==> config.mk <==
export PLATFORM = sky130hd
export DESIGN_NAME = counter_external_preset
export DESIGN_NICKNAME = d
export VERILOG_FILES = /design/src/design/edge_sync.v /design/src/design/counter_external_preset.v
export VERILOG_INCLUDE_DIRS = /design/src /design/src/design
export SDC_FILE = /design/constraint.sdc
export NUM_CORES = 1
export LEC_CHECK = 0
export BUFFER_PORTS_ARGS = -buffer_cell sky130_fd_sc_hd__buf_2
export CAP_MARGIN = 20
export CORE_MARGIN = 2
export CORE_UTILIZATION = 50
export DETAILED_ROUTE_END_ITERATION = 10
export PLACE_DENSITY = 0.82
export SLEW_MARGIN = 20
export SYNTH_ARGS = -nofsm -noshare
export SYNTH_HDL_FRONTEND = slang
export SYNTH_HIERARCHICAL = 1
export SYNTH_SLANG_ARGS = --single-unit
==> constraint.sdc <==
create_clock -name clk_sys -period 3 [get_ports clk_sys]
set_input_delay 0.15 -clock clk_sys [delete_from_list [all_inputs] [get_ports clk_sys]]
set_output_delay 0.15 -clock clk_sys [all_outputs]
set_load 0.02 [all_outputs]
==> src/design/counter_preset_map.vh <==
// Constants for the external preset block
`ifndef COUNTER_PRESET_MAP_VH
`define COUNTER_PRESET_MAP_VH
`define CNT_WIDTH        32
`define CNT_RESET        32'h00000000
`define LOAD_RESET       32'h00000000
`define SRC_PRESET_ONLY  1'b0
`define SRC_ZERO_MARK    1'b1
`define MODE_SINGLE      1'b0
`define MODE_MULTIPLE    1'b1
`define DIR_UP           1'b1
`define DIR_DOWN         1'b0
`define SYNC_STAGES      2
`endif

==> src/design/edge_sync.v <==
// Two-stage synchroniser with a rising-edge pulse
`include "counter_preset_map.vh"
module edge_sync (
    input  wire clk_sys,
    input  wire reset,
    input  wire din,
    output reg  level,
    output wire rise
);
    reg meta;
    reg last;

    // First stage feeds only the second stage
    always @(posedge clk_sys) begin
        if (reset) begin
            meta  <= 1'b0;
            level <= 1'b0;
            last  <= 1'b0;
        end else begin
            meta  <= din;
            level <= meta;
            last  <= level;
        end
    end

    assign rise = level & ~last;
endmodule

==> src/design/counter_external_preset.v <==
// External preset logic of a counting module
`include "counter_preset_map.vh"
module counter_external_preset (
    input  wire                   clk_sys,
    input  wire                   reset,
    input  wire [`CNT_WIDTH-1:0]  loadValue,
    input  wire                   prepareLoadCmd,
    input  wire                   directLoadCmd,
    input  wire                   signedRange,
    input  wire                   presetSource,
    input  wire                   presetMode,
    input  wire                   presetUpEnable,
    input  wire                   presetDownEnable,
    input  wire                   syncClearCmd,
    input  wire                   presetIrqEnable,
    input  wire                   gateOpen,
    input  wire                   countUp,
    input  wire                   countStep,
    input  wire                   presetInput,
    input  wire                   zeroMark,
    output reg  [`CNT_WIDTH-1:0]  count,
    output reg  [`CNT_WIDTH-1:0]  preparedValue,
    output reg                    countNegative,
    output reg                    syncDoneFlag,
    output reg                    presetIrq,
    output reg                    presetLoaded,
    output reg                    directionFrozen
);
    wire presetLevel;
    wire presetRise;
    wire zeroLevel;
    wire zeroRise;
    reg  lastDir;
    reg  upEnPrev;
    reg  downEnPrev;
    reg  [1:0]            armState;
    reg  [1:0]            next_armState;
    wire                  armed;
    wire                  effDir;
    wire                  dirMatch;
    reg                   trigger;
    wire                  enRise;
    wire                  doLoad;
    reg  [`CNT_WIDTH-1:0] next_count;

    // Single mode arm states, one-hot
    localparam [1:0] ARM_IDLE  = 2'b01;
    localparam [1:0] ARM_READY = 2'b10;

    edge_sync u_edge_sync_preset (
        .clk_sys (clk_sys),
        .reset   (reset),
        .din     (presetInput),
        .level   (presetLevel),
        .rise    (presetRise)
    );

    edge_sync u_edge_sync_zero (
        .clk_sys (clk_sys),
        .reset   (reset),
        .din     (zeroMark),
        .level   (zeroLevel),
        .rise    (zeroRise)
    );

    // Sign of the count depends on range; counting itself is range agnostic
    function isNegative;
        input [`CNT_WIDTH-1:0] v;
        input                  sgn;
        begin
            isNegative = sgn & v[`CNT_WIDTH-1];
        end
    endfunction

    // Direction is only tracked while gate open; closed gate holds it
    assign effDir = gateOpen ? countUp : lastDir;

    // No enable means no match, so all events fall through
    assign dirMatch = (presetUpEnable & (effDir == `DIR_UP))
        | (presetDownEnable & (effDir == `DIR_DOWN));

    // Count mode plays no part in the trigger path
    always @* begin
        case (presetSource)
            `SRC_ZERO_MARK: begin
                trigger = zeroRise & presetLevel;
            end
            `SRC_PRESET_ONLY: begin
                trigger = presetRise;
            end
            default: begin
                trigger = 1'b0;
            end
        endcase
    end

    // Either enable rising re-arms single mode
    assign enRise = (presetUpEnable & ~upEnPrev)
        | (presetDownEnable & ~downEnPrev);

    assign doLoad = trigger & dirMatch
        & ((presetMode == `MODE_MULTIPLE) | armed);

    assign armed = (armState == ARM_READY);

    // Priority: direct load, then external preset, then counting
    always @* begin
        next_count = count;
        if (directLoadCmd) begin
            next_count = loadValue;
        end else if (doLoad) begin
            next_count = preparedValue;
        end else if (countStep & gateOpen) begin
            if (countUp == `DIR_UP) begin
                next_count = count + 32'h00000001;
            end else begin
                next_count = count - 32'h00000001;
            end
        end
    end

    // Counter register
    always @(posedge clk_sys) begin
        if (reset) begin
            count <= `CNT_RESET;
        end else begin
            count <= next_count;
        end
    end

    // Prepared value kept apart so counting never disturbs it
    always @(posedge clk_sys) begin
        if (reset) begin
            preparedValue <= `LOAD_RESET;
        end else if (prepareLoadCmd | directLoadCmd) begin
            preparedValue <= loadValue;
        end
    end

    // Sign flag follows the value that lands in the counter
    always @(posedge clk_sys) begin
        if (reset) begin
            countNegative <= 1'b0;
        end else begin
            countNegative <= isNegative(next_count, signedRange);
        end
    end

    // Direction is sampled only while the gate is open
    always @(posedge clk_sys) begin
        if (reset) begin
            lastDir <= `DIR_UP;
        end else if (gateOpen) begin
            lastDir <= countUp;
        end
    end

    always @(posedge clk_sys) begin
        if (reset) begin
            directionFrozen <= 1'b0;
        end else begin
            directionFrozen <= ~gateOpen;
        end
    end

    // Previous enable levels for the re-arm edge detect
    always @(posedge clk_sys) begin
        if (reset) begin
            upEnPrev <= 1'b0;
        end else begin
            upEnPrev <= presetUpEnable;
        end
    end

    always @(posedge clk_sys) begin
        if (reset) begin
            downEnPrev <= 1'b0;
        end else begin
            downEnPrev <= presetDownEnable;
        end
    end

    // A load consumes the arm; a fresh enable edge restores it
    always @* begin
        next_armState = armState;
        case (armState)
            ARM_IDLE: begin
                if (enRise & ~doLoad) begin
                    next_armState = ARM_READY;
                end
            end
            ARM_READY: begin
                if (doLoad) begin
                    next_armState = ARM_IDLE;
                end
            end
            default: begin
                next_armState = ARM_IDLE;
            end
        endcase
    end

    // Starts disarmed: an enable must rise after reset
    always @(posedge clk_sys) begin
        if (reset) begin
            armState <= ARM_IDLE;
        end else begin
            armState <= next_armState;
        end
    end

    // Set wins over a clear in the same cycle, so no load is lost
    always @(posedge clk_sys) begin
        if (reset) begin
            syncDoneFlag <= 1'b0;
        end else if (doLoad) begin
            syncDoneFlag <= 1'b1;
        end else if (syncClearCmd) begin
            syncDoneFlag <= 1'b0;
        end
    end

    // One-cycle load strobe
    always @(posedge clk_sys) begin
        if (reset) begin
            presetLoaded <= 1'b0;
        end else begin
            presetLoaded <= doLoad;
        end
    end

    // Interrupt request is a bare pulse; the host must catch it
    always @(posedge clk_sys) begin
        if (reset) begin
            presetIrq <= 1'b0;
        end else begin
            presetIrq <= doLoad & presetIrqEnable;
        end
    end
endmodule

* Yosys cells after proc, flatten, opt, wreduce, memory -nomap -nowiden
Index checks and enable logic that the tools add are counted.
Word-level totals: output and inout port bits 69, word-level logic and storage cells 63, bits of input ports 48, register bits 80
Operators by class: reductions and logical operators 3, equality and inequality tests 4, add/sub/neg operators 2, bitwise operators 25, multiplexer cells 11
Operator list (number):
- $mux W32 | 4
- $add A32 B1 Y32 const B | 1
- $sub A32 B1 Y32 const B | 1
- $and A1 B1 Y1 | 13
- $not A1 Y1 | 8
- $mux W2 | 2
- $or A1 B1 Y1 | 4
- $pmux W2 S2 | 1
- $mux W1 | 3
- $reduce_bool A3 Y1 | 1
- $eq A2 B1 Y1 const B | 1
- $eq A2 B2 Y1 const B | 1
- $ne A2 B1 Y1 const B | 1
- $ne A2 B2 Y1 const B | 1
- $pmux W1 S2 | 1
- $reduce_and A2 Y1 | 1
- $reduce_bool A2 Y1 | 1

* Longest topological paths before layout
depth in word-level cells 10, gate-level depth with buffers 11, depth with buffers taken out 10

* Modules after synthesis
Netlist, hierarchy kept.
Modules (own cells, without submodules):
- counter_external_preset | area an instance 4869.7 sq um, cells each 647, instances 1, sequential area each 1481.4 sq um
- edge_sync | area an instance 87.6 sq um, cells each 7, instances 2, sequential area each 60.1 sq um

* Worst setup path after synthesis
Ideal clock, no wire load.
kind input-to-reg, from in countUp, to reg count[19], slack 0.297 ns, path buffers 0, data required time 2.926 ns, setup time 0.074 ns, arrival time 2.629 ns, stages on the path 10, cell sequence inv_1 ha_1 and2_4 a221oi_2 a21oi_2 nor3b_2 o21ai_1 a31oi_1 mux2_2 o21ai_0
On the way: word-level cells in the longest chain between the ends 8, elaborated cells on any way between the ends 12, those cells by class mux: 5; bitwise: 6; reduce/logical: 1
Ends and longest elaborated chain:
- start, declared | RTL line counter_external_preset.v:17 | input wire countUp,
- $mux W1
- $not A1 Y1 (no source line)
- $and A1 B1 Y1 | RTL line counter_external_preset.v:80 | | (presetDownEnable & (effDir == `DIR_DOWN));
- $or A1 B1 Y1 | RTL line counter_external_preset.v:79 | assign dirMatch = (presetUpEnable & (effDir == `DIR_UP))
- $and A1 B1 Y1 (2 in series) | RTL line counter_external_preset.v:101 | assign doLoad = trigger & dirMatch
- $mux W32 | RTL line counter_external_preset.v:111 | end else if (doLoad) begin
- $mux W32 | RTL line counter_external_preset.v:109 | if (directLoadCmd) begin
- end signal, assigned | RTL line counter_external_preset.v:125 | count <= `CNT_RESET;
- end signal, assigned | RTL line counter_external_preset.v:127 | count <= next_count;
- end, declared | RTL line counter_external_preset.v:21 | output reg [`CNT_WIDTH-1:0] count,
Parallel ways exist; a longest one is shown, timed or not. The select of a mux whose other input is x is not followed. A chain may end at the register's enable or synchronous reset.

* Worst setup path in the final report
from reg count[0], to reg count[28]
On the way: word-level cells in the longest chain between the ends 5, elaborated cells on any way between the ends 6, those cells by class add/sub: 2; mux: 4
Ends and longest elaborated chain:
- $sub A32 B1 Y32 / $add A32 B1 Y32 (equally long branches) | RTL line counter_external_preset.v:117, counter_external_preset.v:115
- $mux W32 (*) | RTL line counter_external_preset.v:114 | if (countUp == `DIR_UP) begin
- $mux W32 (*) | RTL line counter_external_preset.v:113 | end else if (countStep & gateOpen) begin
- $mux W32 (*) | RTL line counter_external_preset.v:111
- $mux W32 (*) | RTL line counter_external_preset.v:109
Every way passes the cells marked *; elsewhere a longest branch is shown, timed or not. The select of a mux whose other input is x is not followed.

==> results.toml <==
[logic_synthesis]
yosysTopAreaCellShare_pct = 31.7
synth_top_cells_by_area = "dfxtp_1 (32%), a21oi_1 (8.4%), nand2_1 (8.3%)"
synth-edff-count = 0
ys_ff_latch = 80
synth_cell_types = 70
async_reset_ff_share_pct = 0
synth_flop_cell = "dfxtp_1"
synth_fp_nets = 740
synth-seq-area-share_pct = 31.7
avgSynthCellArea_sq_um = 7.63
yosysTopAreaCell = "dfxtp_1"
yosys_warnings = 6
syn_inst = 661
netlist_area_sq_um = 5040

[worst_setup_path]
r2r_setup_slack_ns = 0.26
reg2reg_from = "count[0]"
crit_start = "count[0]"
end_kind = "register"
startpoint_type = "register"
worstPathMaxFanout = 4
setup.worst_path.end = "count[28]"
required_ns = 3.30
path_class = "reg2reg"
ff2ff_path_depth = 9
r2r_end = "count[28]"
cp.arrival_ns = 3.04

[sta]
tightest_slew_ns = 0.893
hold_ws_ns = 0.0227
relSlewSlack_pct = 40.4
rsz0062_at_grt = "no"
fin_skew_ns = 0.0116
post-route-min-period_ns = 2.74
tns_ns = 0
max_freq_mhz = 365
period_share_pct = 91.4
setup_viol = 0
slew_viol_final = 0
hold_violations = 0

[cts]
cts-root-buf = "clkbuf_8"
htreeDepth = 3
clock_latency_ns = 0.37
hold_buffers = 4
cts_tree = "yes"
cts_made_buffers = 9
path_clk_slew_ns = 0.09
cts_sinks = 80
clockBufferDepth = 2
postCtsResizedCells = 0
post_cts_buffers = 0

[detailed_routing]
drc_errors = 0
wl_per_cell_microns = 17.8
via_count = 5406
postRouteAntennaNets = 0
viasPerCell = 6.01
drtIter0Drc = 426
drt_wl_total_mm = 16.0
firstDrtPassIters = 6

[grt]
grt.total_usage_pct = 29.0
grt-ovfl-total = 0
antenna_found_initial = 0
grt_max_degree = 66
grt_pass1_wl_mm = 25.7
grt_pass1_vias = 5163

[final_layout]
diodes = 0
finalNetCount = 842
layout-drive-gt1-share_pct = 21.8
final_util_pct = 60.6
syn_to_final_growth_pct = 17.4

[floorplan]
die_area_sq_um = 10900
fp.dieW_microns = 104
initial_utilization_pct = 51.6
core.rowCount = 36
core-area_sq_um = 9770
chipHeight_microns = 104
io_pins = 117

[flow_run]
cap_violations = 0

[min_path]
worstHoldPathType = "in2reg"

[power]
peakVddDrop_uv = 298
power.density_nw_per_um2 = 480
power_leakage_nw = 2.65

[placed_design]
gp_congestion = 1.01
portBuffers = 116
dp_hpwl_mm = 11.4

[outcome]
status = "complete, no violations"
cell usage in the layout, fill, tap and decap left out, types with 3 or more instances in the layout:
cell           count
dlygate4sd3_1      4
nand2b_1           5
a21oi_1           85
nand2_1          112
ha_1              30
o21ai_1            5
o211ai_1           3
buf_2            116
clkbuf_8           9
xnor2_1           19
xor2_1             8
nor2_2             4
o21ai_0           29
nand4_1           10
o2111ai_1          4
o21bai_1           6
o22ai_1            5
nand3_1            8
a211oi_1          13
a22oi_1            8
nor2b_1            8
a221oi_1           9
inv_1             19
mux2i_1            6
a31oi_1            7
a21o_1             5
nor3_1            18
and2_1             5
buf_4             12
dfxtp_1           80
o21a_1             3
nor2_1            48
or3_1              5
and3_1             9
cells in the mapped netlist (9+ instances only):
library cell and instances:
nand4_1 10, nor2_1 49, buf_2 12, nor3_1 18, nand2_1 112, a211oi_1 13, xnor2_1 19, ha_1 30
a221oi_1 9, inv_1 19, o21ai_0 29, and3_1 9, clkbuf_1 26, a21oi_1 85, dfxtp_1 80
where the power goes:
| group | total, W | internal, W | switching [W] |
|---|---|---|---|
| logic | 0.000894 | 0.000339 | 0.000555 |
| clock network | 0.000749 | 0.000301 | 0.000448 |
| registers | 0.00120 | 0.00114 | 0.0000631 |
| total | 0.00284 | 0.00177 | 0.00107 |
layer usage:
metal | GRT usage [%] | vias to the layer above | wire, microns
li1 | - | 2581 | -
met1 | 40.5 | 2558 | 7030
met2 | 46.3 | 245 | 7370
met3 | 4.51 | 22 | 1350
met4 | 8.49 | 0 | 246
met5 | 0 | - | 0
state kept, by name, indices dropped and copies added, names as in the netlist:
name and count:
upEnPrev 1, count 32, presetLoaded 1, countNegative 1, syncDoneFlag 1, u_edge_sync_preset/level 1
downEnPrev 1, u_edge_sync_zero/last 1, armState 2, u_edge_sync_preset/meta 1, presetIrq 1, u_edge_sync_zero/level 1
preparedValue 32, lastDir 1, u_edge_sync_zero/meta 1, u_edge_sync_preset/last 1, directionFrozen 1
worst min path at each step:
stage	startpoint	end	slack [ns]	cells past startpoint
3_3_place_gp	presetInput	u_edge_sync_preset/meta	0.36	2
5_1_grt	loadValue[31]	preparedValue[31]	0.02	3
2_1_floorplan	reset	u_edge_sync_preset/last	0.22	1
3_5_place_dp	presetInput	u_edge_sync_preset/meta	0.36	2
6_report	loadValue[11]	preparedValue[11]	0.02	3
4_1_cts	loadValue[0]	count[0]	0.02	3
critical path, cell delays in order (launching register included):
cell and delay, ns:
dfxtp_1 0.37, fa_1 0.46, a211oi_1 0.33, o21ai_1 0.19
a211oi_1 0.38, o21bai_2 0.16, a211oi_1 0.31, xnor2_1 0.18
nand2_1 0.08, a31oi_1 0.21
logic make-up (layout without fill, tap and decap cells):
| kind of cell | after synthesis | in the layout | synth area share [%] |
|---|---|---|---|
| AO/OA/AOI/OAI | 213 | 213 | 27.6 |
| flip-flops | 80 | 80 | 31.7 |
| AND/OR/NAND/NOR | 243 | 243 | 21.9 |
| adder cells (fa/ha/maj) | 31 | 31 | 7.84 |
| multiplexers | 7 | 7 | 1.41 |
| XOR/XNOR | 27 | 27 | 4.69 |
| buffers and inverters | 60 | 166 | 4.76 |
metrics by stage:
stage | instances | area (sq um) | worst slack, ns | power [W]
after floorplan | 661 | 5040 | 0.297 | 0.00183
after global placement | 881 | 5720 | 0.280 | 0.00207
after detailed placement | 881 | 5720 | 0.138 | 0.00209
after CTS | 900 | 5920 | 0.245 | 0.00283
after global routing | 900 | 5920 | 0.0239 | 0.00297
final | 900 | 5920 | 0.259 | 0.00284
cell type report:
| class | instances | area (sq um) |
|---|---|---|
| tap | 133 | 166 |
| sequential | 80 | 1600 |
| timing repair buffer | 132 | 711 |
| inverter | 19 | 71.3 |
| fill | 902 | 3850 |
| clock buffer | 9 | 124 |
| clock inverter | 6 | 43.8 |
| multi-input combinational | 521 | 3210 |
No activity file was read; power rests on OpenSTA's default activity.
